<file path="config.mk">
export PLATFORM = sky130hd
export DESIGN_NAME = phy_ext_page_irq_ring_regs
export DESIGN_NICKNAME = d
export VERILOG_FILES = /design/src/hdl/phy_ext_page_pkg.sv /design/src/hdl/phy_ext_page_irq_ring_regs.sv
export SDC_FILE = /design/constraint.sdc
export NUM_CORES = 1
export LEC_CHECK = 0
export ABC_AREA = 1
export BUFFER_PORTS_ARGS = -buffer_cell sky130_fd_sc_hd__buf_2
export CORE_MARGIN = 1
export CORE_UTILIZATION = 30
export DETAILED_ROUTE_END_ITERATION = 12
export PLACE_DENSITY = 0.47
export SLEW_MARGIN = 20
export SYNTH_ARGS = -nofsm -noshare
export SYNTH_HDL_FRONTEND = slang
export SYNTH_SLANG_ARGS = --single-unit
</file>
<file path="constraint.sdc">
create_clock -name pclk -period 2.1 [get_ports pclk]
set_clock_uncertainty 0.1 [all_clocks]
set_input_delay 0.42 -clock pclk [delete_from_list [all_inputs] [get_ports pclk]]
set_output_delay 0.42 -clock pclk [all_outputs]
set_load 0.03 [all_outputs]
</file>
<file path="src/hdl/phy_ext_page_pkg.sv">
// Constants and types for the extended page register bank
package phy_ext_page_pkg;
    // Register indices within a page (byte address is four times the index)
    localparam logic [4:0] IDX_ENTROPY = 5'h13;
    localparam logic [4:0] IDX_IRQ_EN = 5'h1C;
    localparam logic [4:0] IDX_IRQ_PEND = 5'h1D;
    localparam logic [4:0] IDX_RING_CTRL = 5'h1E;
    localparam logic [4:0] IDX_PAGE = 5'h1F;
    localparam logic [4:0] IDX_FIRST_PAGED = 5'h10;
    // Page select values
    localparam logic [15:0] PAGE_STD = 16'h0000;
    localparam logic [15:0] PAGE_EXT2 = 16'h0002;
    localparam logic [15:0] PAGE_EXT3 = 16'h0003;
    // Bus address layout
    localparam int ADDR_IDX_LSB = 2;
    localparam int ADDR_IDX_MSB = 6;
    localparam int ADDR_TOP_LSB = 7;
    localparam int ADDR_TOP_MSB = 11;
    // Interrupt source bit positions
    localparam int IRQ_BITS = 11;
    localparam int IRQ_MEM_RING = 10;
    localparam int IRQ_SEC_EGRESS = 9;
    localparam int IRQ_SEC_INGRESS = 8;
    localparam int IRQ_SEC_FCBUF = 7;
    localparam int IRQ_LINE_MAC = 6;
    localparam int IRQ_HOST_MAC = 5;
    localparam int IRQ_RING_DONE = 4;
    localparam int IRQ_EEE_LINK_FAIL = 3;
    localparam int IRQ_RECEIVE_QUIET_TIMER = 2;
    localparam int IRQ_RECEIVE_WAIT_TIMER = 1;
    localparam int IRQ_EEE_WAKE_ERR = 0;
    localparam logic [10:0] IRQ_RESET = 11'h000;
    // Ring failover control field positions
    localparam int RF_STARTUP_BIT = 15;
    localparam int RF_ADVERTISE_BIT = 14;
    localparam int RF_LP_ADV_BIT = 13;
    localparam int RF_FORCE_BIT = 12;
    localparam int RF_STATUS_LSB = 4;
    localparam int RF_STATUS_MSB = 5;
    localparam int RF_START_BIT = 0;
    localparam logic [1:0] RF_CODE_SLAVE = 2'b00;
    localparam logic [1:0] RF_CODE_M2S = 2'b01;
    localparam logic [1:0] RF_CODE_S2M = 2'b10;
    localparam logic [1:0] RF_CODE_MASTER = 2'b11;
    // Switchover duration
    localparam int CLK_PERIOD_PS = 5000;
    localparam int SWITCH_TIME_NS = 1000;
    localparam logic [7:0] SWITCH_CYCLES = 8'((SWITCH_TIME_NS * 1000 + CLK_PERIOD_PS - 1) / CLK_PERIOD_PS);
    // Entropy generator
    localparam logic [15:0] ENTROPY_SEED = 16'hACE1;
    localparam logic [15:0] ENTROPY_POLY = 16'hB400;
    // Ring failover role states
    typedef enum logic [1:0] {
        RF_SLAVE,
        RF_SLAVE_TO_MASTER,
        RF_MASTER,
        RF_MASTER_TO_SLAVE
    } ring_failover_state_t;
endpackage

</file>
<file path="src/hdl/phy_ext_page_irq_ring_regs.sv">
// Extended page register bank: entropy, interrupts, ring failover, page decode
`timescale 1ns/1ps
module phy_ext_page_irq_ring_regs (
    // Clock and reset
    input wire logic pclk,
    input wire logic presetn,
    // APB slave
    input wire logic psel,
    input wire logic penable,
    input wire logic pwrite,
    input wire logic [31:0] paddr,
    input wire logic [31:0] pwdata,
    output logic pready,
    output logic [31:0] prdata,
    output logic pslverr,
    // Device events and link state
    input wire logic soft_reset,
    input wire logic [10:0] ext_event,
    input wire logic link_up,
    input wire logic an_master,
    input wire logic lp_ring_adv,
    // Interrupt
    output logic irq,
    // Ring failover outputs
    output logic ring_startup_master_enable,
    output logic ring_advertise,
    output logic ring_force,
    output logic [1:0] ring_status,
    // Forwarded accesses to registers not served here: standard set below index 16, selected page above
    output logic route_valid,
    output logic [15:0] route_page,
    output logic [4:0] route_index,
    output logic route_write,
    output logic [15:0] route_wdata
);

    typedef struct packed {
        logic pready;
        logic [31:0] prdata;
        logic pslverr;
        logic irq;
        logic [15:0] page;
        logic [10:0] irq_en;
        logic [10:0] pend;
        logic rf_startup;
        logic rf_adv;
        logic rf_force;
        logic rf_start;
        logic rf_lp_adv;
        phy_ext_page_pkg::ring_failover_state_t rf_state;
        logic [1:0] rf_code;
        logic [7:0] sw_count;
        logic link_q;
        logic [15:0] entropy;
        logic route_valid;
        logic [15:0] route_page;
        logic [4:0] route_index;
        logic route_write;
        logic [15:0] route_wdata;
    } regs_state_t;

    regs_state_t s;
    regs_state_t next_s;

    logic [4:0] idx;
    logic addr_ok;
    logic local_hit;
    logic [15:0] rd_word;
    logic [10:0] clr_mask;
    logic [10:0] events;
    logic sw_done;
    logic rf_stable;

    // Pending value left by a soft reset
    localparam logic [10:0] IRQ_SOFT_CLEAR = phy_ext_page_pkg::IRQ_RESET;

    // Status code for each role state
    function automatic logic [1:0] code_of(input phy_ext_page_pkg::ring_failover_state_t st);
        logic [1:0] c;
        c = phy_ext_page_pkg::RF_CODE_SLAVE;
        unique case (st)
            phy_ext_page_pkg::RF_SLAVE: c = phy_ext_page_pkg::RF_CODE_SLAVE;
            phy_ext_page_pkg::RF_SLAVE_TO_MASTER: c = phy_ext_page_pkg::RF_CODE_S2M;
            phy_ext_page_pkg::RF_MASTER: c = phy_ext_page_pkg::RF_CODE_MASTER;
            phy_ext_page_pkg::RF_MASTER_TO_SLAVE: c = phy_ext_page_pkg::RF_CODE_M2S;
        endcase
        return c;
    endfunction

    // Address decode
    assign idx = paddr[phy_ext_page_pkg::ADDR_IDX_MSB:phy_ext_page_pkg::ADDR_IDX_LSB];
    assign addr_ok = (paddr[phy_ext_page_pkg::ADDR_TOP_MSB:phy_ext_page_pkg::ADDR_TOP_LSB] == 5'h00)
                     && (paddr[31:12] == 20'h00000) && (paddr[1:0] == 2'h0);
    assign rf_stable = (s.rf_state == phy_ext_page_pkg::RF_SLAVE) || (s.rf_state == phy_ext_page_pkg::RF_MASTER);

    // Served here: page select always, own registers only on page two
    always_comb begin
        local_hit = 1'b0;
        if (idx == phy_ext_page_pkg::IDX_PAGE) begin
            local_hit = 1'b1;
        end else if (idx >= phy_ext_page_pkg::IDX_FIRST_PAGED && s.page == phy_ext_page_pkg::PAGE_EXT2) begin
            unique case (idx)
                phy_ext_page_pkg::IDX_ENTROPY,
                phy_ext_page_pkg::IDX_IRQ_EN,
                phy_ext_page_pkg::IDX_IRQ_PEND,
                phy_ext_page_pkg::IDX_RING_CTRL: local_hit = 1'b1;
                default: local_hit = 1'b0;
            endcase
        end
    end

    // Read multiplexer for local registers
    always_comb begin
        rd_word = 16'h0000;
        if (local_hit) begin
            unique case (idx)
                phy_ext_page_pkg::IDX_PAGE: rd_word = s.page;
                phy_ext_page_pkg::IDX_ENTROPY: rd_word = s.entropy;
                phy_ext_page_pkg::IDX_IRQ_EN: rd_word = {5'h00, s.irq_en};
                phy_ext_page_pkg::IDX_IRQ_PEND: rd_word = {5'h00, s.pend};
                phy_ext_page_pkg::IDX_RING_CTRL: begin
                    rd_word[phy_ext_page_pkg::RF_STARTUP_BIT] = s.rf_startup;
                    rd_word[phy_ext_page_pkg::RF_ADVERTISE_BIT] = s.rf_adv;
                    rd_word[phy_ext_page_pkg::RF_LP_ADV_BIT] = s.rf_lp_adv;
                    rd_word[phy_ext_page_pkg::RF_FORCE_BIT] = s.rf_force;
                    rd_word[phy_ext_page_pkg::RF_STATUS_MSB:phy_ext_page_pkg::RF_STATUS_LSB] = s.rf_code;
                    rd_word[phy_ext_page_pkg::RF_START_BIT] = s.rf_start;
                end
                default: rd_word = 16'h0000;
            endcase
        end
    end

    // Next-state logic
    always_comb begin
        next_s = s;
        clr_mask = 11'h000;
        sw_done = 1'b0;
        events = ext_event;
        events[phy_ext_page_pkg::IRQ_RING_DONE] = 1'b0;

        // Free-running entropy source
        next_s.entropy = {s.entropy[14:0], 1'b0} ^ (s.entropy[15] ? phy_ext_page_pkg::ENTROPY_POLY : 16'h0000);
        next_s.rf_lp_adv = lp_ring_adv;
        next_s.link_q = link_up;
        next_s.rf_start = 1'b0;
        next_s.route_valid = 1'b0;
        next_s.irq = |(s.pend & s.irq_en);

        // Ring failover role machine
        unique case (s.rf_state)
            phy_ext_page_pkg::RF_SLAVE: begin
                if (s.rf_start) begin
                    next_s.rf_state = phy_ext_page_pkg::RF_SLAVE_TO_MASTER;
                    next_s.sw_count = 8'h00;
                end else if (link_up && !s.link_q && an_master) begin
                    next_s.rf_state = phy_ext_page_pkg::RF_MASTER;
                end
            end
            phy_ext_page_pkg::RF_MASTER: begin
                if (s.rf_start) begin
                    next_s.rf_state = phy_ext_page_pkg::RF_MASTER_TO_SLAVE;
                    next_s.sw_count = 8'h00;
                end else if (link_up && !s.link_q && !an_master) begin
                    next_s.rf_state = phy_ext_page_pkg::RF_SLAVE;
                end
            end
            phy_ext_page_pkg::RF_SLAVE_TO_MASTER,
            phy_ext_page_pkg::RF_MASTER_TO_SLAVE: begin
                if (s.sw_count == phy_ext_page_pkg::SWITCH_CYCLES - 8'h01) begin
                    sw_done = 1'b1;
                    next_s.rf_state = (s.rf_state == phy_ext_page_pkg::RF_SLAVE_TO_MASTER)
                                      ? phy_ext_page_pkg::RF_MASTER : phy_ext_page_pkg::RF_SLAVE;
                end else begin
                    next_s.sw_count = s.sw_count + 8'h01;
                end
            end
        endcase

        // APB: one wait state, effects at the completing edge
        if (psel && penable && !s.pready) begin
            next_s.pready = 1'b1;
            next_s.pslverr = !addr_ok;
            next_s.prdata = (addr_ok && !pwrite) ? {16'h0000, rd_word} : 32'h0000_0000;
        end else if (psel && penable && s.pready) begin
            next_s.pready = 1'b0;
            next_s.pslverr = 1'b0;
            if (addr_ok && local_hit) begin
                if (pwrite) begin
                    unique case (idx)
                        phy_ext_page_pkg::IDX_PAGE: next_s.page = pwdata[15:0];
                        phy_ext_page_pkg::IDX_IRQ_EN: next_s.irq_en = pwdata[10:0];
                        phy_ext_page_pkg::IDX_IRQ_PEND: clr_mask = pwdata[10:0];
                        phy_ext_page_pkg::IDX_RING_CTRL: begin
                            next_s.rf_startup = pwdata[phy_ext_page_pkg::RF_STARTUP_BIT];
                            next_s.rf_adv = pwdata[phy_ext_page_pkg::RF_ADVERTISE_BIT];
                            next_s.rf_force = pwdata[phy_ext_page_pkg::RF_FORCE_BIT];
                            next_s.rf_start = pwdata[phy_ext_page_pkg::RF_START_BIT] && rf_stable
                                              && !s.rf_start;
                        end
                        default: next_s.page = s.page;
                    endcase
                end else if (idx == phy_ext_page_pkg::IDX_IRQ_PEND) begin
                    clr_mask = s.prdata[10:0];
                end
            end else if (addr_ok) begin
                next_s.route_valid = 1'b1;
                next_s.route_index = idx;
                next_s.route_page = (idx < phy_ext_page_pkg::IDX_FIRST_PAGED)
                                    ? phy_ext_page_pkg::PAGE_STD : s.page;
                next_s.route_write = pwrite;
                next_s.route_wdata = pwdata[15:0];
            end
        end else begin
            next_s.pready = 1'b0;
        end

        // Pending bits: a new event wins over a clear
        next_s.pend = (s.pend & ~clr_mask) | events;
        next_s.pend[phy_ext_page_pkg::IRQ_RING_DONE] = (s.pend[phy_ext_page_pkg::IRQ_RING_DONE]
            & ~clr_mask[phy_ext_page_pkg::IRQ_RING_DONE]) | sw_done;

        // Soft reset clears non-sticky state only
        if (soft_reset) begin
            next_s.pend = IRQ_SOFT_CLEAR;
            next_s.rf_state = phy_ext_page_pkg::RF_SLAVE;
            next_s.sw_count = 8'h00;
            next_s.rf_start = 1'b0;
        end
        next_s.rf_code = code_of(next_s.rf_state);
    end

    // State register
    always_ff @(posedge pclk or negedge presetn) begin
        if (!presetn) begin
            s <= '0;
            s.entropy <= phy_ext_page_pkg::ENTROPY_SEED;
            s.page <= phy_ext_page_pkg::PAGE_STD;
            s.irq_en <= phy_ext_page_pkg::IRQ_RESET;
            s.pend <= phy_ext_page_pkg::IRQ_RESET;
            s.rf_state <= phy_ext_page_pkg::RF_SLAVE;
            s.rf_code <= phy_ext_page_pkg::RF_CODE_SLAVE;
        end else begin
            s <= next_s;
        end
    end

    // Outputs straight from state flops
    assign pready = s.pready;
    assign prdata = s.prdata;
    assign pslverr = s.pslverr;
    assign irq = s.irq;
    assign ring_startup_master_enable = s.rf_startup;
    assign ring_advertise = s.rf_adv;
    assign ring_force = s.rf_force;
    assign ring_status = s.rf_code;
    assign route_valid = s.route_valid;
    assign route_page = s.route_page;
    assign route_index = s.route_index;
    assign route_write = s.route_write;
    assign route_wdata = s.route_wdata;

endmodule

</file>
==> run metrics, run 1 <==
CP cell instances=nor2_1 -> nor3b_1 -> nand3_1 -> nand2_1 -> nand2_1 -> nor2_1 -> nand3_1 -> nand2_1 -> nand2_1; largest net degree at the start of global routing=66; EDFF count, synth=0; vias in the first global route=5132; wirelength, routed=17900 um; setup TNS=0 ns; combinational power share=6.5%; Total Routing Usage GR=16.9%; area grow syn2layout=20.1%; crit path max fanout=3; antenna violations before repair=2; dominant synthesized flop cell=dfrtp_1; sequential-to-total area share from yosys stat=49.8%; core area=21200 sq um; GRT Residual Overflow=0; WP data required=2.32 ns; Critical Path Start=s[106]; Syn Std Cell Area=6560 sq um; I/O pin cnt=163; CTS Buffer Depth=2; r2r startpoint=s[106]; Psw=1.51 mW; CP endpoint kind=register; die area=22500 sq um; TritonCTS clock tree=done; CP most frequent cell=nand2_1; row cnt=53; Die Wd=150 um; final hold slack=0.123 ns; post-route minimum period=1.93 ns; first-pass GRT wire length=28100 um; start point of the worst hold path=ext_event[0]; Vias per Instance=4.42; Setup WS pre-CTS=0.0539 ns; Initial Util=30.9%; run status=finished, final reports clean; Hold Fails Final Rpt=0; Cells after Synth=800; Seq cells post-synth=130; initial DRC count=288; max-slew violation count=0; worst path arrival time=2.15 ns; # DRC=0; fmax=0.519 GHz; Final setup viols=0; worst hold path class=input pin to register; Max VDD drop=505 uV; clock-pin slew on the worst setup and hold paths=0.06 ns; share of power burned in registers=44.8%; sw frac=25.1%; synth unique cells=39; TritonRoute pass-1 iters=4; Max-cap violations=0; ys async rst share=100%; layout cells sized above 1=24.8%; total number of vias=5276; internal power=4.52 mW; CP max stage cell=dfrtp_1; startpoint types=register; final setup margin=0.173 ns; FILL cells=2246; Post-Syn Area per Cell=8.20 sq um; Placer Congestion=0.867; Port Buffers=129; leak pwr=4.14 nW; clock share of power=48.7%; CP peak stage delay=0.40 ns; Routed Antenna Nets=0; Root Buffer=clkbuf_16; Die Y=150 um; detailed placer's ending HPWL=13700 um; Final period util=91.8%; YS warnings=0; most frequent cells in the layout=nand2_1 (229), buf_2 (128), dfrtp_1 (122); Final nets=992; Routed wire per std cell=15.0 um; H-tree Lvls=4; RSZ-0062 raised after global routing=yes; TritonCTS Sinks=130; Cell Pwr Density=766 nW/um^2; post-CTS setup buffers=0; Num CTS Buffers=17; post-layout util=37.1%; CP Class=register to register; most common cell after layout, fill and taps aside=nand2_1; Skew-Pair Late Insertion Delay=0.42 ns
## area by class of cell
| type | instances | area, sq um | share of cell area (%) |
|---|---|---|---|
| inverter | 87 | 327 | 4.15 |
| clock buffer | 17 | 425 | 5.40 |
| tap | 275 | 344 | 4.37 |
| clock inverter | 15 | 156 | 1.99 |
| sequential | 130 | 3260 | 41.4 |
| timing repair buffer | 165 | 1000 | 12.7 |
| antenna | 2 | 5.00 | 0.0635 |
| multi-input combinational | 503 | 2350 | 29.9 |
## cell families after synthesis
logic type | count (synthesis) | synth area share, %
compound gates | 116 | 10.0
xor+xnor | 7 | 0.935
fa+ha+maj | 4 | 0.763
buf+inv | 183 | 15.4
flops | 130 | 49.8
other cells | 1 | 0.0572
simple gates | 359 | 23.0
## power groups by stage
stage | Clock [mW] | Sequential, mW | Combinational, mW
2_1_floorplan | 0 | 2.72 | 0.224
3_3_place_gp | 0 | 2.75 | 0.392
3_5_place_dp | 0 | 2.75 | 0.392
4_1_cts | 3.01 | 2.70 | 0.402
5_1_grt | 3.11 | 2.71 | 0.437
6_report | 2.94 | 2.70 | 0.391
## routing by layer
| layer | GRT usage, % | vias up | part of all wire [%] |
|---|---|---|---|
| li1 | - | 2669 | - |
| met1 | 22.7 | 2457 | 48 |
| met2 | 26.5 | 140 | 46 |
| met3 | 4.15 | 10 | 4.7 |
| met4 | 5.51 | 0 | 0.96 |
| met5 | 0 | - | 0 |
## sequential cells by signal, summed over array words and instances (netlist names)
register and flops:
s 67, prdata 16, route_page 16, route_wdata 16, route_index 5, ring_status 2, irq 1, pready 1
pslverr 1, ring_advertise 1, ring_force 1, ring_startup_master_enable 1, route_valid 1, route_write 1
## Yosys cell counts (3+ instances only)
library cell	number	area [sq um]
nor2_1	48	180
o211ai_1	3	22.5
nor3_1	9	45.0
nand2_1	230	863
o21ai_0	52	260
o21ai_2	9	78.8
nor2_4	3	33.8
inv_1	83	312
buf_4	73	548
o21ai_1	7	35.0
nand3_1	51	255
dfrtp_1	122	3050
a21oi_1	28	140
xor2_1	7	61.3
o22ai_1	10	62.6
nand4_1	7	43.8
clkbuf_1	8	30.0
buf_6	5	56.3
buf_2	9	45.0
dfstp_2	8	210
ha_1	4	50.1
## worst paths after layout
check	to	slack, ns	cells past startpoint
worst min-delay path	s[73]	0.12	3
worst max register to register	ring_advertise	0.17	9
min in group asynchronous	route_wdata[13]	0.24	2
max in group asynchronous	s[39]	1.08	3
worst min register to register	s[46]	0.27	0
worst max-delay path	ring_advertise	0.17	9
## critical path: cells and delay by family (launching register included)
family,cells,cell delay [ns]
and+or+nand+nor,9,1.32
DFF,1,0.40
## repair_timing
action	CTS	global route
endpoints found under the setup margin	0	8
gates resized for setup	0	2
endpoints found under the hold margin	124	0
hold buffers	3	0
## per-stage QoR
stage	std cells	instance area [sq um]	total power, mW
finish	1194	7880	6.03
global route	1192	7870	6.26
CTS	1192	7860	6.12
detailed placement	1157	7250	3.14
global placement	1157	7250	3.14
floorplan	816	6620	2.94
Note: power is estimated with default switching activity, not from simulation.
==> inputs of run 2 (changes only) <==
CELL_PAD_IN_SITES_DETAIL_PLACEMENT = 1   (was default)
CELL_PAD_IN_SITES_GLOBAL_PLACEMENT = 2   (was default)
CORE_ASPECT_RATIO = 1.25   (was default)
PLACE_DENSITY = 0.75   (was 0.47)
==> run metrics, run 2 (same netlist as run 1, synthesis figures left out) <==
run status=finished, final reports clean; Routed Antenna Nets=0; TritonRoute pass-1 iters=4; final hold slack=0.0198 ns; Final setup viols=0; I/O pin cnt=163; CP Class=register to register; Port Buffers=129; grt met3 use=3.51%; Psw=1.46 mW; worst path arrival time=2.11 ns; TritonCTS Sinks=130; # DRC=0; max reg flops=67; worst hold path class=input pin to register; total number of vias=5519; Final period util=90.7%; vias in the first global route=5936; antenna violations before repair=0; combinational power share=6.7%; max-slew violation count=0; Hold Fails Final Rpt=0; layout cells sized above 1=25.5%; Cell Pwr Density=751 nW/um^2; CTS Buffer Depth=2; Num CTS Buffers=17; share of power burned in registers=45.6%; sw frac=24.7%; Root Buffer=clkbuf_16; most common cell after layout, fill and taps aside=nand2_1; Vias per Instance=4.58; RSZ-0062 raised after global routing=yes; Die Wd=134 um; crit path max fanout=9; Initial Util=30.5%; detailed placer's ending HPWL=15500 um; core area=21500 sq um; internal power=4.47 mW; Reg with most FFs=s; post-route minimum period=1.91 ns; Placer Congestion=0.835; largest net degree at the start of global routing=50; H-tree Lvls=4; fmax=0.525 GHz; row cnt=60; Routed wire per std cell=16.5 um; wirelength, routed=19900 um; startpoint types=register; Total Routing Usage GR=18.8%; clock-pin slew on the worst setup and hold paths=0.06 ns; TritonCTS clock tree=done; WP data required=2.30 ns; initial DRC count=181; first-pass GRT wire length=31700 um; # diodes=0; most frequent cells in the layout=nand2_1 (229), buf_2 (128), dfrtp_1 (122); grt met2 use=34.9%; leak pwr=4.17 nW; Die Y=167 um; met1 Use GR=21.5%; die area=22500 sq um; area grow syn2layout=20.6%; CP endpoint kind=register; GRT Residual Overflow=0; final non-filler cell area=7910 sq um; placement-stage cell area=7320 sq um; GRT Max-Usage Layer=met2; Max-cap violations=0; Final nets=1003; Skew-Pair Late Insertion Delay=0.42 ns; Max VDD drop=579 uV; clock share of power=47.7%
==> run 2: cell types whose count changed in the layout (fill, tap and decap cells not counted), sizes merged <==
cell         change
clkinv           -1
diode            -2
inv              -4
buf             +12
bufinv           -1
dlygate4sd3      -1
clkbuf           +5
==> run 2: path summary, 6_finish.rpt <==
kind                          from    end  slack [ns]  cells past startpoint
min in group asynchronous  presetn  s[68]        0.37                      2
max in group asynchronous  presetn  s[87]        0.88                      3
max                         s[108]  s[87]        0.19                     11
min reg2reg                  s[45]  s[46]        0.27                      0
max reg2reg                 s[108]  s[87]        0.19                     11
min                        link_up  s[55]        0.02                      1
==> run 2: per-stage QoR <==
| step | utilization (%) | setup WS [ns] | power [mW] | setup TNS (ns) | std cells |
|---|---|---|---|---|---|
| 6_report | 36.8 | 0.195 | 5.94 | 0 | 1206 |
| 5_1_grt | 36.8 | -0.0421 | 6.16 | -0.0421 | 1206 |
| 4_1_cts | 36.8 | 0.0995 | 6.01 | 0 | 1206 |
| 3_5_place_dp | 34.1 | -0.128 | 3.15 | -4.10 | 1173 |
| 3_3_place_gp | 34.1 | -0.108 | 3.14 | -3.47 | 1173 |
| 2_1_floorplan | - | 0.320 | 2.94 | 0 | 816 |
==> run 2: per-layer routing <==
metal	wire [um]	part of all wire [%]	vias to the layer above
met3	648	3.3	22
met5	0	0	-
met1	8210	41	2702
met2	10800	54	110
li1	-	-	2685
met4	269	1.3	0
==> run 2: power by group through the flow <==
stage / sequential [mW] / clock [mW] / combinational (mW)
2_1_floorplan: 2.72 / 0 / 0.224
3_3_place_gp: 2.75 / 0 / 0.392
3_5_place_dp: 2.75 / 0 / 0.396
4_1_cts: 2.71 / 2.89 / 0.406
5_1_grt: 2.72 / 2.99 / 0.441
6_report: 2.71 / 2.83 / 0.396
==> run 2: critical path, stage by stage (launching register included) <==
cell and delay [ns]:
dfrtp_1 0.41, inv_1 0.14, nand3_1 0.13, nor2_1 0.13, nand3_1 0.09, nand2_1 0.07
nand2_1 0.12, nor2_1 0.17, nand3_1 0.11, buf_4 0.19, nand2_1 0.07, nand2_1 0.06
==> run 2: final cells by class <==
type / instances / area [sq um]
clock buffers: 22 / 474
clock inverters: 9 / 82.6
fillers: 2667 / 13600
inverters: 87 / 327
multi-input cells: 503 / 2350
flip-flops and latches: 130 / 3260
well taps: 279 / 349
repair buffers: 176 / 1060
==> run 2: repair_timing <==
action	4_1_cts	5_1_grt
hold buffers	2	0
setup buffers	0	0
endpoints found under the hold margin	19	0
setup endpoints to repair	0	17
resized for setup	0	3
==> inputs of run 3 (changes only) <==
CTS_BUF_LIST = sky130_fd_sc_hd__clkbuf_8   (was default)
==> run metrics, run 3 (same netlist as run 1, synthesis figures left out) <==
crit path max fanout=9; Die Y=167 um; I/O pin cnt=163; share of power burned in registers=52.8%; TritonCTS clock tree=done; Port Buffers=129; placement-stage cell area=7320 sq um; leak pwr=4.10 nW; Max-cap violations=0; met3 WL=574 um; detailed placer's ending HPWL=15500 um; CP cell instances=inv_1 -> nand3_1 -> nor2_1 -> nand3_1 -> nand2_1 -> nand2_1 -> nor2_1 -> nand3_1 -> buf_4 -> nand2_1 -> nand2_1; top sig layer=met4; initial DRC count=176; Met1 Routed Length=8250 um; CP bufs+invs=2; core area=21500 sq um; dpl cells=1173; Reg with most FFs=s; final hold slack=0.0983 ns; H-tree Lvls=4; Total Routing Usage GR=18.5%; first-pass GRT wire length=31400 um; startpoint types=register; sw frac=26.3%; most frequent cells in the layout=nand2_1 (229), buf_2 (128), dfrtp_1 (122); setup TNS=0 ns; TritonCTS Sinks=130; CP Class=register to register; vias in the first global route=5900; worst hold path class=input pin to register; CP most frequent cell=nand2_1; Routed Antenna Nets=0; Max VDD drop=338 uV; internal power=3.77 mW; met2 routed WL=10700 um; largest net degree at the start of global routing=50; clock share of power=39.4%; Die Wd=134 um; Initial Util=30.5%; run status=finished, final reports clean; CP max stage cell=dfrtp_1; Cell Pwr Density=662 nW/um^2; Final setup viols=0; WP data required=2.32 ns; # DRC=0; Skew-Pair Late Insertion Delay=0.45 ns; Placer Congestion=0.835; most common cell after layout, fill and taps aside=nand2_1; R2R setup slack=0.18 ns; fmax=0.521 GHz; # diodes=0; CP endpoint kind=register; combinational power share=7.7%; area grow syn2layout=18.0%; TritonRoute pass-1 iters=4; Vias per Instance=4.60; post-route minimum period=1.92 ns; total number of vias=5551; RSZ-0062 raised after global routing=no; Hold Fails Final Rpt=0; Non-Filler Instances=1208; row cnt=60; antenna violations before repair=0; Crit path max-delay family=simple AND/OR/NAND/NOR gates; clock-pin slew on the worst setup and hold paths=0.08 ns; CP peak stage delay=0.42 ns; worst path arrival time=2.14 ns; final non-filler cell area=7740 sq um; Routed wire per std cell=16.4 um; max-slew violation count=0; Root Buffer=clkbuf_8; Psw=1.35 mW; die area=22500 sq um; Final nets=1005; GRT Residual Overflow=0; max reg flops=67; Num CTS Buffers=17; wirelength, routed=19800 um; Final period util=91.4%; CTS Buffer Depth=2; layout cells sized above 1=25.5%
==> run 3: cell count changes in the layout (fill, tap and decap cells not counted) <==
cell,change
buf_4,+1
clkbuf_16,-17
dlygate4sd3_1,+1
o21ai_1,+1
inv_1,+2
clkbuf_1,-2
clkbuf_8,+17
o21ai_0,-1
==> run 3: worst min-delay path, stage by stage <==
cell and delay, ns:
buf_2 0.09, inv_1 0.04, a21oi_1 0.05
==> run 3: worst paths after layout <==
path	startpoint	endpoint	cells past startpoint
worst max-delay path	s[108]	s[87]	11
worst min-delay path	ext_event[5]	s[78]	3
worst max register to register	s[108]	s[87]	11
worst min register to register	s[44]	s[45]	0
max in group asynchronous	presetn	s[87]	3
min in group asynchronous	presetn	prdata[9]	2
==> run 3: layout make-up <==
| cell class | count | area (sq um) |
|---|---|---|
| Fill cell | 2687 | 13700 |
| Sequential cell | 130 | 3260 |
| Multi-Input combinational cell | 503 | 2350 |
| Timing Repair Buffer | 178 | 1080 |
| Tap cell | 279 | 349 |
| Inverter | 87 | 327 |
| Clock buffer | 20 | 275 |
| Clock inverter | 11 | 90.1 |
==> run 3: timing repair <==
item,CTS,global route
hold buffers,3,0
hold endpoints to repair,20,0
buffers inserted,0,1
setup endpoints to repair,0,15
gates resized for setup,0,4
==> run 3: power by group through the flow <==
stage	clock network, mW	logic (mW)	registers (mW)
after global placement	0	0.392	2.75
after CTS	2.07	0.404	2.71
after floorplan	0	0.224	2.72
final	2.02	0.396	2.70
after detailed placement	0	0.396	2.75
after global routing	2.17	0.441	2.72
==> run 3: per-stage QoR <==
step	setup WS (ns)	utilization [%]	power (mW)
after floorplan	0.320	-	2.94
after global placement	-0.108	34.1	3.14
after detailed placement	-0.128	34.1	3.15
after CTS	0.112	35.9	5.18
after global routing	0.00703	36.0	5.33
final	0.180	36.0	5.12
==> run 3: metal layers <==
layer	up-vias	track usage [%]
li1	2683	-
met1	2728	21.5
met2	122	34.4
met3	18	3.06
met4	0	5.47
met5	-	0
